### config.mk
export PLATFORM = sky130hd
export DESIGN_NAME = crc_gen
export DESIGN_NICKNAME = d
export VERILOG_FILES = /design/src/design/crc_gen_pkg.sv /design/src/design/crc_gen.sv
export VERILOG_INCLUDE_DIRS = /design/src /design/src/design
export SDC_FILE = /design/constraint.sdc
export NUM_CORES = 1
export LEC_CHECK = 0
export BUFFER_PORTS_ARGS = -buffer_cell sky130_fd_sc_hd__buf_2
export CORE_UTILIZATION = 32
export DETAILED_ROUTE_END_ITERATION = 12
export HOLD_SLACK_MARGIN = 0.05
export PLACE_DENSITY = 0.52
export SETUP_SLACK_MARGIN = 0.05
export SYNTH_ARGS = -nofsm -noshare
export SYNTH_HDL_FRONTEND = slang
export SYNTH_SLANG_ARGS = --single-unit
### constraint.sdc
create_clock -name clk_i -period 6.09 [get_ports clk_i]
set_clock_uncertainty 0.05 [all_clocks]
set_input_delay 0.3045 -clock clk_i [delete_from_list [all_inputs] [get_ports clk_i]]
set_output_delay 0.3045 -clock clk_i [all_outputs]
set_load 0.03 [all_outputs]
### src/design/crc_gen_regs.svh
// Register offsets, field positions, reset values and counts of the CRC generator.
// Assumes inclusion by the package, the CRC top module, the checker and the testbench.
`ifndef CRC_GEN_REGS_SVH
`define CRC_GEN_REGS_SVH

`define CRC_ADDR_W 6
`define CRC_OFS_CTRL1 6'h00
`define CRC_OFS_CTRL2 6'h04
`define CRC_OFS_POLY_LO 6'h08
`define CRC_OFS_POLY_HI 6'h0c
`define CRC_OFS_DATA_LO 6'h10
`define CRC_OFS_DATA_HI 6'h14
`define CRC_OFS_RES_LO 6'h18
`define CRC_OFS_RES_HI 6'h1c
`define CRC_OFS_IRQ_STAT 6'h20
`define CRC_OFS_IRQ_MASK 6'h24

`define CRC_C1_EN 15
`define CRC_C1_VALID_WORD_COUNT_HI 12
`define CRC_C1_VALID_WORD_COUNT_LO 8
`define CRC_C1_FULL 7
`define CRC_C1_EMPTY 6
`define CRC_C1_ISEL 5
`define CRC_C1_GO 4
`define CRC_C1_LSB 3
`define CRC_C2_DW_HI 12
`define CRC_C2_DW_LO 8
`define CRC_C2_PL_HI 4
`define CRC_C2_PL_LO 0

`define CRC_RST_CTRL 4'h0
`define CRC_RST_DW 5'h00
`define CRC_RST_PL 5'h00
`define CRC_RST_POLY 32'h0000_0000
`define CRC_RST_RES 32'h0000_0000

`define CRC_DEPTH_WIDE 5'h04
`define CRC_DEPTH_MID 5'h08
`define CRC_DEPTH_NARROW 5'h10
`define CRC_DW_MID_MIN 5'h08
`define CRC_DW_WIDE_MIN 5'h10
`define CRC_BITS_PER_CYCLE 2

`define CRC_RESP_OKAY 2'h0
`define CRC_RESP_SLVERR 2'h2

`endif

### src/design/crc_gen_pkg.sv
// Types used by the CRC generator; its bench does not import them.
// Assumes the register header sits beside this file.
`include "crc_gen_regs.svh"

package crc_gen_pkg;

  typedef struct packed {
    logic en;
    logic isel;
    logic go;
    logic lsb_first;
  } crc_ctrl_t;

  typedef struct packed {
    logic [4:0] data_width_field;
    logic [4:0] poly_length_field;
  } crc_cfg_t;

  typedef enum logic {
    ENG_IDLE,
    ENG_SHIFT
  } eng_state_t;

endpackage

### src/design/crc_gen.sv
// Programmable CRC generator with data FIFO, AXI4-Lite register slave and interrupt.
// Assumes one clock, a synchronous active-high reset and a single AXI4-Lite master.
//
// Added by the designer: the placing of the registers and the AXI4-Lite slave port.
`timescale 1ns/1ps
`include "crc_gen_regs.svh"

// Contract
// - Polynomial order up to 32, five-bit length
// - Set term bit enables XOR at position
// - Constant term always XORed; top term implied
// - Data width is width field plus one
// - FIFO depth 4, 8 or 16 by width
// - Byte writes; bits above width ignored
// - Count increments on MSb byte write
// - Shifting starts on go with count nonzero
// - Word moves to buffer, count decrements
// - Two bits per cycle until count zero
// - Full flag at depth maximum
// - Empty flag when count is zero
// - Disabled module flushes FIFO, count zero
// - Selectable LSb-first or MSb-first shifting
module crc_gen
  import crc_gen_pkg::*;
#(
  parameter int DATA_W = 32,
  parameter int FIFO_SLOTS = 16
) (
  input wire logic clk_i,
  input wire logic srst_i,
  input wire logic [`CRC_ADDR_W-1:0] s_axi_awaddr_i,
  input wire logic s_axi_awvalid_i,
  output logic s_axi_awready_o,
  input wire logic [31:0] s_axi_wdata_i,
  input wire logic [3:0] s_axi_wstrb_i,
  input wire logic s_axi_wvalid_i,
  output logic s_axi_wready_o,
  output logic [1:0] s_axi_bresp_o,
  output logic s_axi_bvalid_o,
  input wire logic s_axi_bready_i,
  input wire logic [`CRC_ADDR_W-1:0] s_axi_araddr_i,
  input wire logic s_axi_arvalid_i,
  output logic s_axi_arready_o,
  output logic [31:0] s_axi_rdata_o,
  output logic [1:0] s_axi_rresp_o,
  output logic s_axi_rvalid_o,
  input wire logic s_axi_rready_i,
  output logic irq_o
);

  function automatic logic [4:0] depth_of(input logic [4:0] dw);
    depth_of = (dw >= `CRC_DW_WIDE_MIN) ? `CRC_DEPTH_WIDE :
               (dw >= `CRC_DW_MID_MIN) ? `CRC_DEPTH_MID : `CRC_DEPTH_NARROW;
  endfunction

  // One CRC step; feedback taken from bit (order-1).
  function automatic logic [31:0] crc_step(input logic [31:0] crc, input logic din,
                                           input logic [31:0] terms, input logic [4:0] pl);
    logic [31:0] mask;
    logic fb;
    mask = 32'hffff_ffff >> (5'h1f - pl);
    fb = crc[pl] ^ din;
    crc_step = (crc << 1) & mask;
    if (fb) begin
      crc_step = crc_step ^ ((terms | 32'h0000_0001) & mask);
    end
  endfunction

  function automatic logic [31:0] width_mask(input logic [4:0] dw);
    width_mask = 32'hffff_ffff >> (5'h1f - dw);
  endfunction

  crc_ctrl_t ctrl_q;
  crc_cfg_t cfg_q;
  logic [31:0] poly_q, result_q, stage_q;
  logic [DATA_W-1:0] fifo_mem_q [FIFO_SLOTS];
  logic [3:0] wr_ptr_q, rd_ptr_q;
  logic [4:0] count_q;
  logic [DATA_W-1:0] buf_q;
  logic [5:0] bit_idx_q;
  eng_state_t state_q;
  logic stat_q, mask_q;
  logic aw_full_q, w_full_q, awready_q, wready_q, bvalid_q, arready_q, rvalid_q, irq_q;
  logic [`CRC_ADDR_W-1:0] awaddr_q;
  logic [31:0] wdata_q, rdata_q;
  logic [3:0] wstrb_q;
  logic [1:0] bresp_q, rresp_q;

  logic wr_fire, full, msb_lane_hit, push, pop, empty_event, done_event, last_bits;
  logic [4:0] depth;
  logic [5:0] width;
  logic [31:0] push_word, merged, step_one, step_two;

  assign wr_fire = aw_full_q & w_full_q & ~bvalid_q;
  assign depth = depth_of(cfg_q.data_width_field);
  assign full = (count_q >= depth);
  assign width = {1'b0, cfg_q.data_width_field} + 6'h01;

  // Byte lanes of the data pair map onto bytes 0..3 of the word
  always_comb begin
    merged = stage_q;
    for (int i = 0; i < 2; i++) begin
      if (wstrb_q[i] && awaddr_q == `CRC_OFS_DATA_LO) begin
        merged[8*i +: 8] = wdata_q[8*i +: 8];
      end
      if (wstrb_q[i] && awaddr_q == `CRC_OFS_DATA_HI) begin
        merged[16 + 8*i +: 8] = wdata_q[8*i +: 8];
      end
    end
  end

  always_comb begin
    msb_lane_hit = 1'b0;
    unique case (cfg_q.data_width_field[4:3])
      2'd0: msb_lane_hit = awaddr_q == `CRC_OFS_DATA_LO && wstrb_q[0];
      2'd1: msb_lane_hit = awaddr_q == `CRC_OFS_DATA_LO && wstrb_q[1];
      2'd2: msb_lane_hit = awaddr_q == `CRC_OFS_DATA_HI && wstrb_q[0];
      2'd3: msb_lane_hit = awaddr_q == `CRC_OFS_DATA_HI && wstrb_q[1];
    endcase
  end

  // A word arriving into a full FIFO is dropped
  assign push = wr_fire & msb_lane_hit & ctrl_q.en & ~full;
  assign push_word = merged & width_mask(cfg_q.data_width_field);
  assign pop = ctrl_q.en & ctrl_q.go & (count_q != 5'h00) & (state_q == ENG_IDLE);
  assign last_bits = ({1'b0, bit_idx_q} + 7'd`CRC_BITS_PER_CYCLE) >= {1'b0, width};
  assign done_event = (state_q == ENG_SHIFT) & last_bits & (count_q == 5'h00);
  assign empty_event = pop & ~push & (count_q == 5'h01);

  // AXI4-Lite write channels; address and data taken in either order
  always_ff @(posedge clk_i) begin
    if (srst_i) begin
      aw_full_q <= 1'b0;
      w_full_q <= 1'b0;
      awready_q <= 1'b1;
      wready_q <= 1'b1;
      bvalid_q <= 1'b0;
      bresp_q <= `CRC_RESP_OKAY;
      awaddr_q <= '0;
      wdata_q <= '0;
      wstrb_q <= '0;
    end else begin
      if (s_axi_awvalid_i && awready_q) begin
        aw_full_q <= 1'b1;
        awready_q <= 1'b0;
        awaddr_q <= {s_axi_awaddr_i[`CRC_ADDR_W-1:2], 2'b00};
      end
      if (s_axi_wvalid_i && wready_q) begin
        w_full_q <= 1'b1;
        wready_q <= 1'b0;
        wdata_q <= s_axi_wdata_i;
        wstrb_q <= s_axi_wstrb_i;
      end
      if (wr_fire) begin
        bvalid_q <= 1'b1;
        bresp_q <= (awaddr_q > `CRC_OFS_IRQ_MASK) ? `CRC_RESP_SLVERR : `CRC_RESP_OKAY;
      end
      if (bvalid_q && s_axi_bready_i) begin
        bvalid_q <= 1'b0;
        aw_full_q <= 1'b0;
        w_full_q <= 1'b0;
        awready_q <= 1'b1;
        wready_q <= 1'b1;
      end
    end
  end

  // AXI4-Lite read channel
  always_ff @(posedge clk_i) begin
    if (srst_i) begin
      arready_q <= 1'b1;
      rvalid_q <= 1'b0;
      rdata_q <= '0;
      rresp_q <= `CRC_RESP_OKAY;
    end else if (s_axi_arvalid_i && arready_q) begin
      arready_q <= 1'b0;
      rvalid_q <= 1'b1;
      rresp_q <= `CRC_RESP_OKAY;
      rdata_q <= '0;
      unique case ({s_axi_araddr_i[`CRC_ADDR_W-1:2], 2'b00})
        `CRC_OFS_CTRL1: begin
          rdata_q[`CRC_C1_EN] <= ctrl_q.en;
          rdata_q[`CRC_C1_VALID_WORD_COUNT_HI:`CRC_C1_VALID_WORD_COUNT_LO] <= count_q;
          rdata_q[`CRC_C1_FULL] <= full;
          rdata_q[`CRC_C1_EMPTY] <= (count_q == 5'h00);
          rdata_q[`CRC_C1_ISEL] <= ctrl_q.isel;
          rdata_q[`CRC_C1_GO] <= ctrl_q.go;
          rdata_q[`CRC_C1_LSB] <= ctrl_q.lsb_first;
        end
        `CRC_OFS_CTRL2: begin
          rdata_q[`CRC_C2_DW_HI:`CRC_C2_DW_LO] <= cfg_q.data_width_field;
          rdata_q[`CRC_C2_PL_HI:`CRC_C2_PL_LO] <= cfg_q.poly_length_field;
        end
        `CRC_OFS_POLY_LO: rdata_q[15:0] <= poly_q[15:0];
        `CRC_OFS_POLY_HI: rdata_q[15:0] <= poly_q[31:16];
        `CRC_OFS_DATA_LO: rdata_q[15:0] <= stage_q[15:0];
        `CRC_OFS_DATA_HI: rdata_q[15:0] <= stage_q[31:16];
        `CRC_OFS_RES_LO: rdata_q[15:0] <= result_q[15:0];
        `CRC_OFS_RES_HI: rdata_q[15:0] <= result_q[31:16];
        `CRC_OFS_IRQ_STAT: rdata_q[0] <= stat_q;
        `CRC_OFS_IRQ_MASK: rdata_q[0] <= mask_q;
        default: rresp_q <= `CRC_RESP_SLVERR;
      endcase
    end else if (rvalid_q && s_axi_rready_i) begin
      rvalid_q <= 1'b0;
      arready_q <= 1'b1;
    end
  end

  // Control and configuration registers
  always_ff @(posedge clk_i) begin
    if (srst_i) begin
      ctrl_q <= `CRC_RST_CTRL;
      cfg_q <= {`CRC_RST_DW, `CRC_RST_PL};
      poly_q <= `CRC_RST_POLY;
      stage_q <= '0;
      mask_q <= 1'b0;
    end else if (wr_fire) begin
      stage_q <= merged;
      unique case (awaddr_q)
        `CRC_OFS_CTRL1: begin
          if (wstrb_q[1]) begin
            ctrl_q.en <= wdata_q[`CRC_C1_EN];
          end
          if (wstrb_q[0]) begin
            ctrl_q.isel <= wdata_q[`CRC_C1_ISEL];
            ctrl_q.go <= wdata_q[`CRC_C1_GO];
            ctrl_q.lsb_first <= wdata_q[`CRC_C1_LSB];
          end
        end
        `CRC_OFS_CTRL2: begin
          if (wstrb_q[1]) begin
            cfg_q.data_width_field <= wdata_q[`CRC_C2_DW_HI:`CRC_C2_DW_LO];
          end
          if (wstrb_q[0]) begin
            cfg_q.poly_length_field <= wdata_q[`CRC_C2_PL_HI:`CRC_C2_PL_LO];
          end
        end
        `CRC_OFS_POLY_LO: poly_q[15:0] <= wdata_q[15:0];
        `CRC_OFS_POLY_HI: poly_q[31:16] <= wdata_q[15:0];
        `CRC_OFS_IRQ_MASK: mask_q <= wdata_q[0];
        default: ;
      endcase
    end
  end

  // Data FIFO; depth limited by the count, pointers wrap at the slot count
  always_ff @(posedge clk_i) begin
    if (srst_i || !ctrl_q.en) begin
      wr_ptr_q <= '0;
      rd_ptr_q <= '0;
      count_q <= '0;
    end else begin
      if (push) begin
        fifo_mem_q[wr_ptr_q] <= push_word[DATA_W-1:0];
        wr_ptr_q <= wr_ptr_q + 4'h1;
      end
      if (pop) begin
        rd_ptr_q <= rd_ptr_q + 4'h1;
      end
      count_q <= count_q + {4'h0, push} - {4'h0, pop};
    end
  end

  // Shift engine: buffer load, then two bits a cycle
  always_ff @(posedge clk_i) begin
    if (srst_i || !ctrl_q.en) begin
      state_q <= ENG_IDLE;
      buf_q <= '0;
      bit_idx_q <= '0;
    end else begin
      unique case (state_q)
        ENG_IDLE: begin
          if (pop) begin
            buf_q <= fifo_mem_q[rd_ptr_q];
            bit_idx_q <= '0;
            state_q <= ENG_SHIFT;
          end
        end
        ENG_SHIFT: begin
          bit_idx_q <= bit_idx_q + 6'd`CRC_BITS_PER_CYCLE;
          if (last_bits) begin
            state_q <= ENG_IDLE;
          end
        end
      endcase
    end
  end

  function automatic logic pick_bit(input logic [DATA_W-1:0] b, input logic [5:0] idx,
                                    input logic [5:0] w, input logic lsb);
    pick_bit = lsb ? b[idx[4:0]] : b[5'(w - 6'h01 - idx)];
  endfunction

  // Two steps a cycle; an odd width takes only the first in its final cycle
  assign step_one = crc_step(result_q, pick_bit(buf_q, bit_idx_q, width, ctrl_q.lsb_first),
                             poly_q, cfg_q.poly_length_field);
  assign step_two = crc_step(step_one,
                             pick_bit(buf_q, bit_idx_q + 6'h01, width, ctrl_q.lsb_first),
                             poly_q, cfg_q.poly_length_field);

  // Result register; a software write seeds it and wins over the engine
  always_ff @(posedge clk_i) begin
    if (srst_i) begin
      result_q <= `CRC_RST_RES;
    end else if (wr_fire && awaddr_q == `CRC_OFS_RES_LO) begin
      result_q[15:0] <= wdata_q[15:0];
    end else if (wr_fire && awaddr_q == `CRC_OFS_RES_HI) begin
      result_q[31:16] <= wdata_q[15:0];
    end else if (state_q == ENG_SHIFT) begin
      result_q <= (bit_idx_q + 6'h01 < width) ? step_two : step_one;
    end
  end

  // Sticky status; a new event wins over a same-cycle clear
  always_ff @(posedge clk_i) begin
    if (srst_i) begin
      stat_q <= 1'b0;
      irq_q <= 1'b0;
    end else begin
      if (ctrl_q.isel ? empty_event : done_event) begin
        stat_q <= 1'b1;
      end else if (wr_fire && awaddr_q == `CRC_OFS_IRQ_STAT && wstrb_q[0] && wdata_q[0]) begin
        stat_q <= 1'b0;
      end
      irq_q <= stat_q & mask_q;
    end
  end

  assign {s_axi_awready_o, s_axi_wready_o, s_axi_arready_o} = {awready_q, wready_q, arready_q};
  assign {s_axi_bvalid_o, s_axi_rvalid_o, irq_o} = {bvalid_q, rvalid_q, irq_q};
  assign s_axi_bresp_o = bresp_q;
  assign s_axi_rdata_o = rdata_q;
  assign s_axi_rresp_o = rresp_q;

endmodule

==> results of run 1 <==
worst max path at each step:
| stage | endpoint | slack (ns) | cells after the start | start |
|---|---|---|---|---|
| 6_report | result_q[20] | 0.18 | 25 | cfg_q[6] |
| 5_1_grt | result_q[2] | 0.04 | 24 | cfg_q[6] |
| 4_1_cts | result_q[2] | 0.05 | 23 | cfg_q[6] |
| 3_5_place_dp | result_q[2] | -0.11 | 23 | cfg_q[6] |
| 3_3_place_gp | result_q[2] | -0.008 | 22 | cfg_q[6] |
| 2_1_floorplan | result_q[14] | 0.06 | 25 | cfg_q[5] |
registers in the layout, indices dropped and copies added, names as in the netlist, 5 cells and up:
register,flops
bit_idx_q,5
result_q,32
cfg_q,10
fifo_mem_q,512
wdata_q,16
s_axi_rdata_o,16
buf_q,32
count_q,5
stage_q,32
poly_q,32
worst min-delay path: cells and delay by family:
kind	cells	cell delay (ns)
buf+inv	2	0.29
compound gates	1	0.14
simple gates	1	0.04
power by group through the flow:
| stage | logic, mW | registers [mW] | clock network (mW) |
|---|---|---|---|
| 6_report | 0.212 | 5.23 | 5.11 |
| 5_1_grt | 0.224 | 5.23 | 5.39 |
| 4_1_cts | 0.206 | 5.23 | 5.21 |
| 3_5_place_dp | 0.190 | 5.34 | 0 |
| 3_3_place_gp | 0.187 | 5.34 | 0 |
| 2_1_floorplan | 0.107 | 5.34 | 0 |
cell type report:
cell class	count	share of cell area
clock buffer	102	0.05519
antenna	1	0.00006373
clock inverter	46	0.01568
multi-input combinational	1548	0.3239
sequential	723	0.4995
tap	1368	0.04359
timing repair buffer	291	0.05784
inverter	44	0.004238
what timing repair did:
| action | 4_1_cts | 5_1_grt |
|---|---|---|
| gates resized for setup | 9 | 22 |
| pin swaps | 2 | 8 |
| hold buffers | 30 | 0 |
| buffers inserted | 2 | 10 |
| setup endpoints to repair | 12 | 32 |
| hold endpoints to repair | 41 | 0 |
cells in the final DEF (no fill, tap or decap), types with 17 or more instances in the layout:
cell / instances
a21oi_1: 203
a22oi_1: 43
a31oi_1: 23
buf_2: 55
buf_4: 192
clkbuf_16: 82
conb_1: 19
dfxtp_1: 205
dlygate4sd3_1: 30
edfxtp_1: 512
ha_1: 30
inv_1: 41
mux2i_1: 60
mux4_2: 191
nand2_1: 299
nand2b_1: 17
nand3_1: 60
nor2_1: 181
nor3_1: 30
o21ai_0: 24
xnor2_1: 33
xor2_1: 29
kinds of logic after synthesis:
logic type	after synthesis	share of synthesized area
other cells	2	0.0002280
mux	257	0.1509
compound gates	457	0.09274
flops	723	0.5951
simple gates	712	0.09567
fa+ha+maj	37	0.01497
xor+xnor	66	0.01843
buf+inv	248	0.03199
layer usage:
metal | wire [um] | GRT usage
met5 | 13 | 0
met4 | 3593 | 0.07372
met3 | 6430 | 0.03234
met2 | 50460 | 0.3320
met1 | 48500 | 0.2923
==> reports/metrics.yaml, run 1 <==
outcome:
  status: "complete, no violations"
worst_setup_path:
  critical_path_buf_inv_count: 8
  setup.worst_path.start_class: "flop"
  crit_fanout: 13
  reg2reg_from: "cfg_q[6]"
  cp_top_family: "simple AND/OR/NAND/NOR gates"
  cp.arrival_ns: 6.46
  cpPeakStageDelay_ns: 0.66
  slowest_stage: "fa_2"
  critPathKind: "flop to flop"
  r2r_end: "result_q[20]"
  crit_path_frequent_cell: "buf_4"
  r2r_slack_ns: 0.18
  cp.required_ns: 6.65
  cp-end-kind: "flop"
  worstRegToRegCells: 25
power:
  pwr-share-comb: 0.020
  seq_power_share: 0.496
  switchingPower_mw: 2.321
  switching_share: 0.2199
  intPower_mw: 8.232
  power_mw: 10.55
  ir_worst_vdd_mv: 0.2103
  p_leak_nw: 12.49
  p_clk_frac: 0.484
  p_per_area_nw_per_um2: 268.8
sta:
  whs_ns: 0.1139
  hold_viol: 0
  drv_slew: 0
  fin_crit_ns: 5.906
  fmax_ghz: 0.1693
  setup_tns_ns: 0
  rsz0062_at_grt: "false"
  slew_headroom: 0.07643
  fin_ws_ns: 0.1838
  worst_slew_pin_slew_ns: 1.385
  setup_viol: 0
  period_share: 0.9698
finish:
  seq_area_um2: 19610
  syn_to_final_growth_pct: 19.23
  final_cell_area_um2: 39270
  drive_gt1_frac: 0.2462
  fill_cells: 9735
  fin_cells: 4123
  final_util: 0.3854
  nets: 2782
  multi_input_area_um2: 12720
synth:
  netlist_area_um2: 32930
  async_flop_share: 0
  synthFlopType: "edfxtp_1"
  synth_common_cells: "edfxtp_1 (512), nand2_1 (299), dfxtp_1 (211), a21oi_1 (205), nor2_1 (194)"
  avgSynthCellArea_um2: 13.16
  synth-edff-count: 512
  ys_ff_latch: 723
  synth_most_common_cell: "edfxtp_1"
  ys_seq_area_frac: 0.5951
  yosys-top-cells-area: "edfxtp_1 (47%), mux4_2 (13%), dfxtp_1 (13%)"
  synth.distinct_cells: 86
  yosysWarnings: 0
  synth_largest_area_cell: "edfxtp_1"
  yosysTopAreaCellShare: 0.4669
  syn_inst: 2502
global_routing:
  grt_max_degree: 77
  antenna_found_initial: 1
  grt_usage: 0.2099
  first_global_vias: 22430
  grt_pass1_wl_um: 158700
  overflow: 0
clocking:
  htree_levels: 3
  root_buffer: "clkbuf_16"
  cts_buffer_depth: 3
  clkTransAtPathRegs_ns: 0.07
  cts_inserted_buffers: 82
  tritoncts: "yes"
  clock_latency_ns: 0.68
  clock_sinks: 723
job:
  drv_cap: 0
min_path:
  min_from: "s_axi_arvalid_i"
  hold_path.class: "input pin to flop"
  whs_endpoint: "s_axi_rvalid_o"
  whs_path_depth: 4
floorplanning:
  io_pins: 97
  die_area_um2: 104200
  core-area_um2: 101900
  die_h_um: 322.8
  row_count: 117
  fp.dieW_um: 322.8
  start_util: 0.3232
drt:
  routed_wl_um: 109000
  first_pass_iters: 8
  num_vias: 22610
  via_per_inst: 5.483
  ant_nets: 0
  drt_iter0_markers: 2387
  wl_per_cell_um: 26.44
  drc_errors: 0
placed_design:
  detailedPlace.worstSlack_ns: -0.1081
  place_area_um2: 35920
  io_buffers: 56
  dp_cells: 3932
  dp_hpwl_um: 73350
  gp_congestion: 0.9762
(Power assumes the default switching activity.)
==> inputs of run 2 (changes only) <==
BUFFER_PORTS_ARGS = unset   (was -buffer_cell sky130_fd_sc_hd__buf_2)
DONT_BUFFER_PORTS = 1   (was unset)
PLACE_DENSITY = 0.51   (was 0.52)
==> run 2 against run 1 <==
Net effect: the flow now finishes with violations (capacitance limit); maximum frequency rose by 1.0%; setup slack better by 0.060 ns; via count fell by 1.9%; combinational power down 20%; clock-buffer cell count decreased by 4; first-iteration DRC count shrank 7.7%; critical path depth is 2 lower; wire length shrank 2.3%; die area did not move; worst hold slack worse by 0.071 ns; critical path type unchanged; largest cell class unchanged; largest power group unchanged.
==> reports/metrics.yaml, run 2 (same netlist as run 1, synthesis figures left out) <==
outcome:
  status: "complete, but fails checks"
  violations: "capacitance limit"
power:
  switchingPower_mw: 2.250  # -3.1%
  intPower_mw: 8.193  # -0.48%
  pwr-share-comb: 0.016  # -0.004
  seq_power_share: 0.503  # +0.007
  p_clk_frac: 0.481  # -0.003
  p_leak_nw: 12.14  # -2.8%
  p_per_area_nw_per_um2: 269.1  # +0.12%
  ir_worst_vdd_mv: 0.1893  # -10%
  switching_share: 0.2155  # -0.004484
floorplanning:
  start_util: 0.3232  # unchanged
  row_count: 117  # unchanged
  fp.dieW_um: 322.8  # unchanged
  io_pins: 97  # unchanged
  core-area_um2: 101900  # unchanged
  die_area_um2: 104200  # unchanged
  die_h_um: 322.8  # unchanged
finish:
  nets: 2703  # -2.8%
  largest_register_ff_count: 512  # unchanged
  fin_cells: 4047  # -1.8%
  fill_cells: 9744  # +0.092%
  layout_common_cells: "edfxtp_1 (512), nand2_1 (299), dfxtp_1 (206)"
  final_cell_area_um2: 38810  # -1.2%
  final_common_cell: "edfxtp_1"
  drive_gt1_frac: 0.2233  # -0.02289
  syn_to_final_growth_pct: 17.84
  top_register: "fifo_mem_q"
placed_design:
  io_buffers: 0  # -100%
  gp_congestion: 1.015  # +3.9%
  place_area_um2: 35460  # -1.3%
  dp_hpwl_um: 69760  # -4.9%
  dp_cells: 3856  # -1.9%
worst_setup_path:
  cp_top_family: "simple AND/OR/NAND/NOR gates"
  endpoint: "result_q[2]"
  r2r_slack_ns: 0.24  # +0.06 ns
  critical_path_buf_inv_count: 5  # -3
  cp.required_ns: 6.63  # -0.02 ns
  path_depth: 23  # -8.0%
  r2r_end: "result_q[2]"
  setup.worst_path.start_class: "flop"
  crit_fanout: 22  # +9
  cp.arrival_ns: 6.38  # -0.08 ns
  cpPeakStageDelay_ns: 0.60  # -0.06 ns
  cp-end-kind: "flop"
  worstRegToRegCells: 23  # -8.0%
  slowest_stage: "or4_4"
  critPathKind: "flop to flop"
  reg2reg_from: "cfg_q[5]"
  crit_chain: "ha_1, inv_1, ha_4, inv_1, nand3_1, xor2_1, ha_1, or3_4, and3_1, or3_4, a211oi_4, buf_12, buf_4, o31ai_2, xnor2_1, o2bb2ai_2, a2111oi_2, o211ai_1, or4_4, buf_12, and4_1, or4_1, a211oi_2"
  crit_start: "cfg_q[5]"
drt:
  drc_errors: 0  # unchanged
  drt_iter0_markers: 2204  # -7.7%
  via_per_inst: 5.478  # about the same
  ant_nets: 0  # unchanged
  routed_wl_um: 106500  # -2.3%
  wl_per_cell_um: 26.31  # -0.47%
  first_pass_iters: 6  # -2
  num_vias: 22170  # -1.9%
clocking:
  clkTransAtPathRegs_ns: 0.06  # about the same
  clock_sinks: 723  # unchanged
  htree_levels: 3  # unchanged
  cts_buffer_depth: 3  # unchanged
  cts_inserted_buffers: 81  # -1.2%
  clock_latency_ns: 0.67  # about the same
  tritoncts: "yes"
  root_buffer: "clkbuf_16"
job:
  drv_cap: 1  # +1
sta:
  setup_viol: 0  # unchanged
  hold_viol: 0  # unchanged
  setup_tns_ns: 0  # unchanged
  rsz0062_at_grt: "false"
  period_share: 0.9599  # -0.009890
  drv_slew: 0  # unchanged
  slew_headroom: 0.009645  # -0.06679
  fmax_ghz: 0.1711  # +1.0%
  whs_ns: 0.04264  # -0.07126 ns
  fin_crit_ns: 5.846  # -0.06023 ns
  worst_slew_pin_slew_ns: 1.470  # +0.08465 ns
global_routing:
  grt_max_degree: 161  # +110%
  grt_pass1_wl_um: 155000  # -2.3%
  grt_usage: 0.2049  # -0.005066
  first_global_vias: 22250  # -0.80%
  overflow: 0  # unchanged
  antenna_found_initial: 2  # +1
min_path:
  hold_path.class: "input pin to flop"
run 2: cell count changes in the layout (fill, tap and decap cells not counted), moves of 2 or more:
| cell | change |
|---|---|
| dlygate4sd3_1 | +2 |
| o21ai_1 | +2 |
| buf_2 | -55 |
| buf_4 | -28 |
| clkinv_2 | +3 |
| clkinv_16 | -2 |
| o21ai_0 | -2 |
| clkbuf_8 | -2 |
| clkinv_1 | +2 |
run 2: routing by layer:
| layer | vias up | share of wire | GRT usage | wire length, um |
|---|---|---|---|---|
| met3 | 198 | 0.062 | 0.03190 | 6622 |
| met1 | 11430 | 0.42 | 0.2687 | 44530 |
| met2 | 822 | 0.48 | 0.3413 | 51600 |
| met5 | - | 0.00010 | 0 | 11 |
| met4 | 2 | 0.035 | 0.07572 | 3726 |
| li1 | 9718 | - | - | - |
run 2: repair_timing:
item,CTS,global route
endpoints found under the setup margin,18,31
hold endpoints to repair,160,0
pin swaps,2,10
hold buffers,33,0
gates cloned,0,1
resized for setup,6,32
setup buffers,2,4
run 2: worst min path at each step:
| stage | cells past startpoint | end | startpoint | slack (ns) |
|---|---|---|---|---|
| 4_1_cts | 2 | poly_q[9] | srst_i | 0.07 |
| 5_1_grt | 2 | s_axi_rresp_o[1] | srst_i | 0.11 |
| 3_5_place_dp | 1 | poly_q[11] | srst_i | 0.35 |
| 2_1_floorplan | 1 | s_axi_awready_o | s_axi_awvalid_i | 0.35 |
| 6_report | 2 | s_axi_rdata_o[1] | srst_i | 0.04 |
| 3_3_place_gp | 1 | poly_q[11] | srst_i | 0.34 |
run 2: power by group through the flow:
stage | clock network [mW] | registers [mW] | logic, mW
global route | 5.34 | 5.25 | 0.180
global placement | 0 | 5.36 | 0.125
floorplan | 0 | 5.34 | 0.107
detailed placement | 0 | 5.36 | 0.126
CTS | 5.13 | 5.25 | 0.166
finish | 5.02 | 5.25 | 0.169
run 2: through the flow:
step / utilization / setup WS, ns / power (mW)
floorplan: - / 0.06273 / 5.449
global placement: 0.3480 / -0.1462 / 5.480
detailed placement: 0.3480 / -0.1623 / 5.482
CTS: 0.3785 / 0.06718 / 10.55
global route: 0.3809 / 0.04953 / 10.77
finish: 0.3809 / 0.2440 / 10.44
run 2: layout make-up:
cell class              instances  area (um^2)  share of cell area
repair buffers                213         1873             0.04827
clock inverters                52        614.3             0.01583
multi-input cells            1548        12720              0.3277
well taps                    1368         1712             0.04411
flip-flops and latches        723        19610              0.5054
diodes                          1        2.502          0.00006448
inverters                      44        166.4            0.004288
clock buffers                  98         2111             0.05439
run 2: worst register-to-register path, cell delays in order, from the launching register on:
cell       delay [ns]
dfxtp_4          0.36
ha_1             0.21
inv_1            0.09
ha_4             0.21
inv_1            0.08
nand3_1          0.10
xor2_1           0.17
ha_1             0.35
or3_4            0.42
and3_1           0.17
or3_4            0.42
a211oi_4         0.32
buf_12           0.18
buf_4            0.12
o31ai_2          0.05
xnor2_1          0.17
o2bb2ai_2        0.17
a2111oi_2        0.32
o211ai_1         0.22
or4_4            0.60
buf_12           0.19
and4_1           0.19
or4_1            0.42
a211oi_2         0.19
